`src/adc_ctrl_pkg.sv`:
```
// Constants and types shared by the converter control design
package adc_ctrl_pkg;
  // ***************************************
  // Widths and field layout
  // ***************************************
  localparam int RESULT_BITS = 18;
  localparam int CFG_BITS = 8;
  localparam int MODE_MSB = 5;
  localparam int MODE_LSB = 4;
  localparam int SYNC_BITS = 3;
  localparam int SYNC_CNV = 2;
  localparam int SYNC_SCLK = 1;
  localparam int SYNC_DIN = 0;

  // ***************************************
  // Timing
  // ***************************************
  localparam int CLK_PERIOD_NS = 40;
  localparam int ACQ_TIME_NS = 500;
  localparam int CONV_TIME_NS = 1500;
  localparam int ACQ_CYCLES = (ACQ_TIME_NS + CLK_PERIOD_NS - 1) / CLK_PERIOD_NS;
  localparam int CONV_MAX_CYCLES = CONV_TIME_NS / CLK_PERIOD_NS;
  localparam logic [5:0] ACQ_LAST = 6'(ACQ_CYCLES - 1);
  localparam logic [4:0] MSB_INDEX = 5'(RESULT_BITS - 1);
  localparam logic [3:0] CFG_LAST = 4'(CFG_BITS - 1);

  // ***************************************
  // Reference modes and states
  // ***************************************
  typedef enum logic [1:0] {
    REF_INT_BUF = 2'b00,
    REF_EXT_BUF = 2'b01,
    REF_INT_NOBUF = 2'b10,
    REF_OFF = 2'b11
  } ref_mode_t;

  localparam ref_mode_t REF_MODE_RESET = REF_INT_BUF;
  localparam logic [RESULT_BITS-1:0] RESULT_RESET = 18'h00000;
  localparam logic [CFG_BITS-1:0] CFG_RESET = 8'h00;

  typedef enum logic [1:0] {
    ST_IDLE = 2'b00,
    ST_CONVERT = 2'b01,
    ST_ACQUIRE = 2'b10
  } conv_state_t;
endpackage

```
`src/adc_conversion_reference_control.sv`:
```
// Converter control: conversion sequencer, serial port and reference mode
// Operation
// - A convert-start rising edge while idle begins sampling and conversion.
// - Serial port opens only on convert-start fall with shift clock high.
// - Serial output takes the result MSB at select, then changes only on shift clock falling edges.
// - Serial input is captured on shift clock rising edges.
// - Shift clock activity while deselected never advances the output.
// - Reference operation is chosen from the serially written configuration word.
// - Mode field is bits five and four, four modes zero to three.
// - Mode 00: bandgap drives its pin, buffer active.
// - Mode 01: bandgap disconnected, buffer drives from external source.
// - Mode 10: bandgap drives its pin, buffer shut down.
// - Mode 11: bandgap and buffer both shut down.
// - Internally clocked 18-bit resolution, then 500 ns acquisition.
// - Result read belongs to the same conversion, no pipeline delay.
// - Result available within 1.5 us of the convert-start rise.
module adc_conversion_reference_control
  import adc_ctrl_pkg::*;
(
  input wire logic sys_clk,
  input wire logic rst_b,
  input wire logic convertStartPin,
  input wire logic shiftClkPin,
  input wire logic serialInPin,
  input wire logic compKeep,
  output logic [RESULT_BITS-1:0] dacCode,
  output logic trackHold,
  output logic resultReady,
  output logic serialOut,
  output logic serialOutEn,
  output logic [1:0] refMode,
  output logic bandgapOutputSwitch,
  output logic bufferPathSwitch
);
  // ***************************************
  // Input synchronisation
  // ***************************************
  logic [SYNC_BITS-1:0] syncIn;
  logic cnvRise;
  logic cnvFall;
  logic shiftRise;
  logic shiftFall;
  logic shiftLevel;
  logic serialIn;

  signal_sync #(.WIDTH(SYNC_BITS)) u_sync (
    .sys_clk(sys_clk),
    .rst_b(rst_b),
    .asyncIn({convertStartPin, shiftClkPin, serialInPin}),
    .syncOut(syncIn)
  );

  edge_detect u_cnv_edge (
    .sys_clk(sys_clk),
    .rst_b(rst_b),
    .level(syncIn[SYNC_CNV]),
    .rise(cnvRise),
    .fall(cnvFall)
  );

  edge_detect u_sclk_edge (
    .sys_clk(sys_clk),
    .rst_b(rst_b),
    .level(syncIn[SYNC_SCLK]),
    .rise(shiftRise),
    .fall(shiftFall)
  );

  assign shiftLevel = syncIn[SYNC_SCLK];
  assign serialIn = syncIn[SYNC_DIN];

  // ***************************************
  // Conversion sequencer
  // ***************************************
  conv_state_t state;
  conv_state_t next_state;
  logic [5:0] count;
  logic [5:0] next_count;
  logic [4:0] bitPtr;
  logic [4:0] next_bitPtr;
  logic [RESULT_BITS-1:0] next_dacCode;
  logic [RESULT_BITS-1:0] result;
  logic [RESULT_BITS-1:0] next_result;
  logic next_trackHold;
  logic next_resultReady;

  always_comb begin
    next_state = state;
    next_count = count;
    next_bitPtr = bitPtr;
    next_dacCode = dacCode;
    next_result = result;
    next_trackHold = trackHold;
    next_resultReady = 1'b0;
    case (state)
      ST_IDLE: begin
        // Edges during convert or acquire are ignored
        if (cnvRise) begin
          next_state = ST_CONVERT;
          next_trackHold = 1'b0;
          next_bitPtr = MSB_INDEX;
          next_dacCode = RESULT_RESET;
          next_dacCode[MSB_INDEX] = 1'b1;
        end
      end
      ST_CONVERT: begin
        // One trial bit per internal clock cycle
        if (!compKeep) begin
          next_dacCode[bitPtr] = 1'b0;
        end
        if (bitPtr != 5'h00) begin
          next_bitPtr = bitPtr - 5'h01;
          next_dacCode[bitPtr - 5'h01] = 1'b1;
        end else begin
          next_result = next_dacCode;
          next_resultReady = 1'b1;
          next_state = ST_ACQUIRE;
          next_trackHold = 1'b1;
          next_count = 6'h00;
        end
      end
      ST_ACQUIRE: begin
        if (count == ACQ_LAST) begin
          next_state = ST_IDLE;
        end else begin
          next_count = count + 6'h01;
        end
      end
      default: begin
        next_state = ST_IDLE;
        next_trackHold = 1'b1;
      end
    endcase
  end

  always_ff @(posedge sys_clk) begin
    if (!rst_b) begin
      state <= ST_IDLE;
      count <= 6'h00;
      bitPtr <= 5'h00;
      dacCode <= RESULT_RESET;
      result <= RESULT_RESET;
      trackHold <= 1'b1;
      resultReady <= 1'b0;
    end else begin
      state <= next_state;
      count <= next_count;
      bitPtr <= next_bitPtr;
      dacCode <= next_dacCode;
      result <= next_result;
      trackHold <= next_trackHold;
      resultReady <= next_resultReady;
    end
  end

  // ***************************************
  // Serial port and reference mode
  // ***************************************
  logic selected;
  logic next_selected;
  logic [RESULT_BITS-1:0] outShift;
  logic [RESULT_BITS-1:0] next_outShift;
  logic [4:0] outCount;
  logic [4:0] next_outCount;
  logic next_serialOut;
  logic next_serialOutEn;
  logic [CFG_BITS-1:0] cfgShift;
  logic [CFG_BITS-1:0] next_cfgShift;
  logic [3:0] cfgCount;
  logic [3:0] next_cfgCount;
  logic [1:0] next_refMode;
  logic next_bandgapOutputSwitch;
  logic next_bufferPathSwitch;

  always_comb begin
    next_selected = selected;
    next_outShift = outShift;
    next_outCount = outCount;
    next_serialOut = serialOut;
    next_serialOutEn = serialOutEn;
    next_cfgShift = cfgShift;
    next_cfgCount = cfgCount;
    next_refMode = refMode;
    if (cnvRise) begin
      next_selected = 1'b0;
      next_serialOutEn = 1'b0;
      next_cfgCount = 4'h0;
    end else if (cnvFall && shiftLevel && !selected) begin
      next_selected = 1'b1;
      next_outShift = result;
      next_outCount = 5'h00;
      next_serialOut = result[MSB_INDEX];
      next_serialOutEn = 1'b1;
      next_cfgCount = 4'h0;
    end else if (selected && shiftFall) begin
      next_outShift = {outShift[RESULT_BITS-2:0], 1'b0};
      next_serialOut = outShift[RESULT_BITS-2];
      if (outCount == MSB_INDEX) begin
        next_serialOutEn = 1'b0;
      end else begin
        next_outCount = outCount + 5'h01;
      end
    end else if (selected && shiftRise) begin
      next_cfgShift = {cfgShift[CFG_BITS-2:0], serialIn};
      if (cfgCount == CFG_LAST) begin
        next_refMode = next_cfgShift[MODE_MSB:MODE_LSB];
        next_cfgCount = 4'h0;
      end else begin
        next_cfgCount = cfgCount + 4'h1;
      end
    end
    // Bandgap switch closed in 00 and 10, buffer live in 00 and 01
    next_bandgapOutputSwitch = ~next_refMode[0];
    next_bufferPathSwitch = ~next_refMode[1];
  end

  always_ff @(posedge sys_clk) begin
    if (!rst_b) begin
      selected <= 1'b0;
      outShift <= RESULT_RESET;
      outCount <= 5'h00;
      serialOut <= 1'b0;
      serialOutEn <= 1'b0;
      cfgShift <= CFG_RESET;
      cfgCount <= 4'h0;
      refMode <= REF_MODE_RESET;
      bandgapOutputSwitch <= 1'b1;
      bufferPathSwitch <= 1'b1;
    end else begin
      selected <= next_selected;
      outShift <= next_outShift;
      outCount <= next_outCount;
      serialOut <= next_serialOut;
      serialOutEn <= next_serialOutEn;
      cfgShift <= next_cfgShift;
      cfgCount <= next_cfgCount;
      refMode <= next_refMode;
      bandgapOutputSwitch <= next_bandgapOutputSwitch;
      bufferPathSwitch <= next_bufferPathSwitch;
    end
  end

  // ***************************************
  // Assertions
  // ***************************************
  // Pin rise to result within the limit, less sync and edge compare
  localparam int ConvBound = CONV_MAX_CYCLES - 3;
endmodule

```
`src/signal_sync.sv`:
```
// Two-stage synchroniser for pin inputs
module signal_sync #(
  parameter int WIDTH = 1
) (
  input wire logic sys_clk,
  input wire logic rst_b,
  input wire logic [WIDTH-1:0] asyncIn,
  output logic [WIDTH-1:0] syncOut
);
  logic [WIDTH-1:0] stage1;
  logic [WIDTH-1:0] next_stage1;
  logic [WIDTH-1:0] next_syncOut;

  always_comb begin
    next_stage1 = asyncIn;
    next_syncOut = stage1;
  end

  always_ff @(posedge sys_clk) begin
    if (!rst_b) begin
      stage1 <= '0;
      syncOut <= '0;
    end else begin
      stage1 <= next_stage1;
      syncOut <= next_syncOut;
    end
  end
endmodule

```
`src/edge_detect.sv`:
```
// Rise and fall pulses of a synchronised level
module edge_detect (
  input wire logic sys_clk,
  input wire logic rst_b,
  input wire logic level,
  output logic rise,
  output logic fall
);
  logic prev;
  logic next_prev;

  always_comb begin
    next_prev = level;
    rise = level & ~prev;
    fall = ~level & prev;
  end

  always_ff @(posedge sys_clk) begin
    if (!rst_b) begin
      prev <= 1'b0;
    end else begin
      prev <= next_prev;
    end
  end
endmodule

```
`config.mk`:
```
export PLATFORM = sky130hd
export DESIGN_NAME = adc_conversion_reference_control
export DESIGN_NICKNAME = d
export VERILOG_FILES = /design/src/adc_ctrl_pkg.sv /design/src/adc_conversion_reference_control.sv /design/src/signal_sync.sv /design/src/edge_detect.sv
export SDC_FILE = /design/constraint.sdc
export NUM_CORES = 1
export LEC_CHECK = 0
export ABC_AREA = 1
export BUFFER_PORTS_ARGS = -buffer_cell sky130_fd_sc_hd__buf_2
export CAP_MARGIN = 20
export CORE_MARGIN = 2
export CORE_UTILIZATION = 60
export CTS_BUF_LIST = sky130_fd_sc_hd__clkbuf_4 sky130_fd_sc_hd__clkbuf_8 sky130_fd_sc_hd__clkbuf_16
export DETAILED_ROUTE_END_ITERATION = 8
export HOLD_SLACK_MARGIN = 0.15
export PLACE_DENSITY = 0.86
export SYNTH_ARGS = -nofsm -noshare
export SYNTH_HDL_FRONTEND = slang
export SYNTH_SLANG_ARGS = --single-unit
```
`constraint.sdc`:
```
create_clock -name sys_clk -period 2.75 [get_ports sys_clk]
set_input_delay 0.4125 -clock sys_clk [delete_from_list [all_inputs] [get_ports sys_clk]]
set_output_delay 0.4125 -clock sys_clk [all_outputs]
set_load 0.02 [all_outputs]
```
==> impl_metrics.json <==
{
  "run_status": "finished clean",
  "rsz0062_at_grt": "false",
  "cts_root_buf": "clkbuf_8",
  "finalSetupTns_ps": 0,
  "fin_skew_ps": 7.75,
  "post_cts_buffers": 0,
  "cp-startpoint": "bitPtr[0]",
  "power_leakage_nw": 1.95,
  "placementRows": 30,
  "avgSynthCellArea_um2": 7.69,
  "dpl.cell_count": 663,
  "clkTransAtPathRegs_ps": 100,
  "finalCritPeriodShare_pct": 71.9,
  "netlist_area_um2": 4270,
  "worstSetupPathType": "reg2reg",
  "grt_pass1_vias": 3377,
  "drv_cap": 0,
  "use_met2_pct": 41.4,
  "endpoint": "count[4]",
  "placed_cell_area_um2": 4450,
  "dieArea_um2": 7800,
  "cts_sinks": 97,
  "drc": 0,
  "synth_enable_flop_cells": 0,
  "final_util_pct": 68.2,
  "clk_latency_ps": 360,
  "hold_viol_final": 0,
  "io_pins": 32,
  "grt_start_max_net_pins": 58,
  "r2r_slack_ps": 770,
  "synth_cell_types": 36,
  "initial_utilization_pct": 62.5,
  "drtIter0Drc": 205,
  "rr_startpoint": "bitPtr[0]",
  "grt-busiest-layer": "met2",
  "dr.pass1.iters": 5,
  "ir_worst_vdd_mv": 0.400,
  "critPathLaunchType": "flop",
  "io_buffer_count": 31,
  "worst_pin_slew_ps": 531,
  "ys_warn_count": 0,
  "viasPerCell": 5.46,
  "totalWireLength_um": 9050,
  "synthTopCellsByCount": "nand2_1 (129), dfxtp_1 (97), o21ai_0 (46), inv_1 (41), nor2_1 (40)",
  "drive_above_1_share_pct": 15.1,
  "slew_viol_final": 0,
  "n_antenna_cell": 0,
  "multi_input_area_um2": 2000,
  "fmax_ghz": 0.505,
  "core_area_um2": 6830,
  "area_growth_pct": 9.12,
  "gr-usage-all-layers_pct": 25.0,
  "h-tree-depth": 3,
  "post-place-ws_ps": 799,
  "seq_area_um2": 1940,
  "synthArstFlopShare_pct": 0,
  "grt_remaining_overflow": 0,
  "cp.arrival_ps": 2240,
  "finalNonFillerCells": 679,
  "ys_ff_latch": 97,
  "cts_buffers": 9,
  "ys.flop_type": "dfxtp_1",
  "synth.net_count": 571,
  "synth-seq-area-share_pct": 45.5,
  "cts_max_path_buffers": 2,
  "setup_ws_ps": 772,
  "crit_fanout": 21,
  "dpl.hpwl_um": 6330,
  "wl_per_cell_um": 13.3,
  "grt_pass1_wl_um": 15400,
  "synth.most_common_cell": "nand2_1",
  "synth_largest_area_cell": "dfxtp_1",
  "ant_nets": 0,
  "min_period_ps": 1980,
  "grtUsageMet3_pct": 5.13,
  "slew_headroom_pct": 64.6,
  "r2r_cells": 9,
  "finalSetupViolations": 0,
  "yosysTopAreaCellShare_pct": 45.5,
  "syn_inst": 555,
  "cp-end-kind": "flop",
  "vias": 3704,
  "fin_nets": 594,
  "ctsHoldBuffers": 0,
  "hp-class": "in2reg",
  "fill_cells": 574,
  "dieHeight_um": 88.3,
  "finalInstanceArea_um2": 4660,
  "synth_area_leaders": "dfxtp_1 (46%), nand2_1 (11%), o21ai_0 (5.4%)",
  "critPathRequiredTime_ps": 3010,
  "use_met1_pct": 32.0,
  "powerDensity_nw_per_um2": 549,
  "antenna_found_initial": 0,
  "place_congestion": 1.04,
  "cts_tree": "yes",
  "r2r_end": "count[4]",
  "postCtsResizedCells": 0,
  "die_x_um": 88.3
}
[where the power goes]
| group | switching [mW] | leakage, nW | internal [mW] |
|---|---|---|---|
| sequential | 0.0153 | 0.784 | 1.42 |
| clock | 0.512 | 0.106 | 0.438 |
| combinational | 0.126 | 1.06 | 0.0427 |
| total | 0.653 | 1.95 | 1.90 |
[worst max-delay path, cell delays in order, from the launching register on]
cell	delay (ps)
dfxtp_1	350
inv_1	160
ha_1	370
inv_2	100
nor2_4	170
nand2_4	180
nand2_2	170
nand2_1	120
nor3b_1	200
nor2_1	70
[registers in the layout, indices dropped and copies added (netlist names), 2 cells and up]
| signal | cells |
|---|---|
| count | 6 |
| dacCode | 18 |
| cfgShift | 5 |
| refMode | 2 |
| outCount | 5 |
| state | 2 |
| bitPtr | 5 |
| result | 18 |
| cfgCount | 4 |
| outShift | 17 |
| u_sync.syncOut | 3 |
| u_sync.next_syncOut | 3 |
[worst min path at each step]
stage | startpoint | slack [ps] | cells after the start | to
after floorplan | u_sync.next_syncOut[0] | 390 | 2 | u_sync.syncOut[0]
after CTS | shiftClkPin | 210 | 3 | u_sync.next_syncOut[1]
after detailed placement | u_sync.next_syncOut[2] | 420 | 2 | u_sync.syncOut[2]
after global placement | u_sync.next_syncOut[0] | 390 | 2 | u_sync.syncOut[0]
final | shiftClkPin | 220 | 3 | u_sync.next_syncOut[1]
after global routing | convertStartPin | 220 | 3 | u_sync.next_syncOut[2]
[cells in the final DEF, fill, tap and decap left out, types with 9 or more instances in the layout]
master    count
nand2_1     129
dfxtp_1      97
o21ai_0      46
inv_1        41
nor2_1       40
a21oi_1      37
buf_2        31
nand3_1      30
nand4_1      18
a31oi_1      18
o21ai_1      12
o21ai_2      10
ha_1         10
clkbuf_8      9
[layer usage]
layer / wire, um / up-vias
li1: - / 1896
met1: 4060 / 1674
met2: 4330 / 108
met3: 422 / 26
met4: 235 / 0
met5: 0 / -
[through the flow]
stage | total power [mW] | hold WS [ps]
2_1_floorplan | 1.60 | 390
3_3_place_gp | 1.63 | 393
3_5_place_dp | 1.63 | 416
4_1_cts | 2.57 | 212
5_1_grt | 2.65 | 220
6_report | 2.55 | 224
[kinds of logic after synthesis]
kind of cell	Yosys count	share of synthesized area, %
buf+inv	74	7.60
compound gates	132	17.6
flops	97	45.5
xor+xnor	4	0.997
fa+ha+maj	10	2.93
simple gates	238	25.3
[final cells by class]
| cell class | count | area share (%) |
|---|---|---|
| inverter | 49 | 3.95 |
| clock inverter | 7 | 1.83 |
| sequential | 97 | 41.7 |
| clock buffer | 9 | 2.66 |
| tap | 96 | 2.58 |
| timing repair buffer | 37 | 4.30 |
| multi-input combinational | 384 | 43.0 |
(Power assumes the default switching activity.)
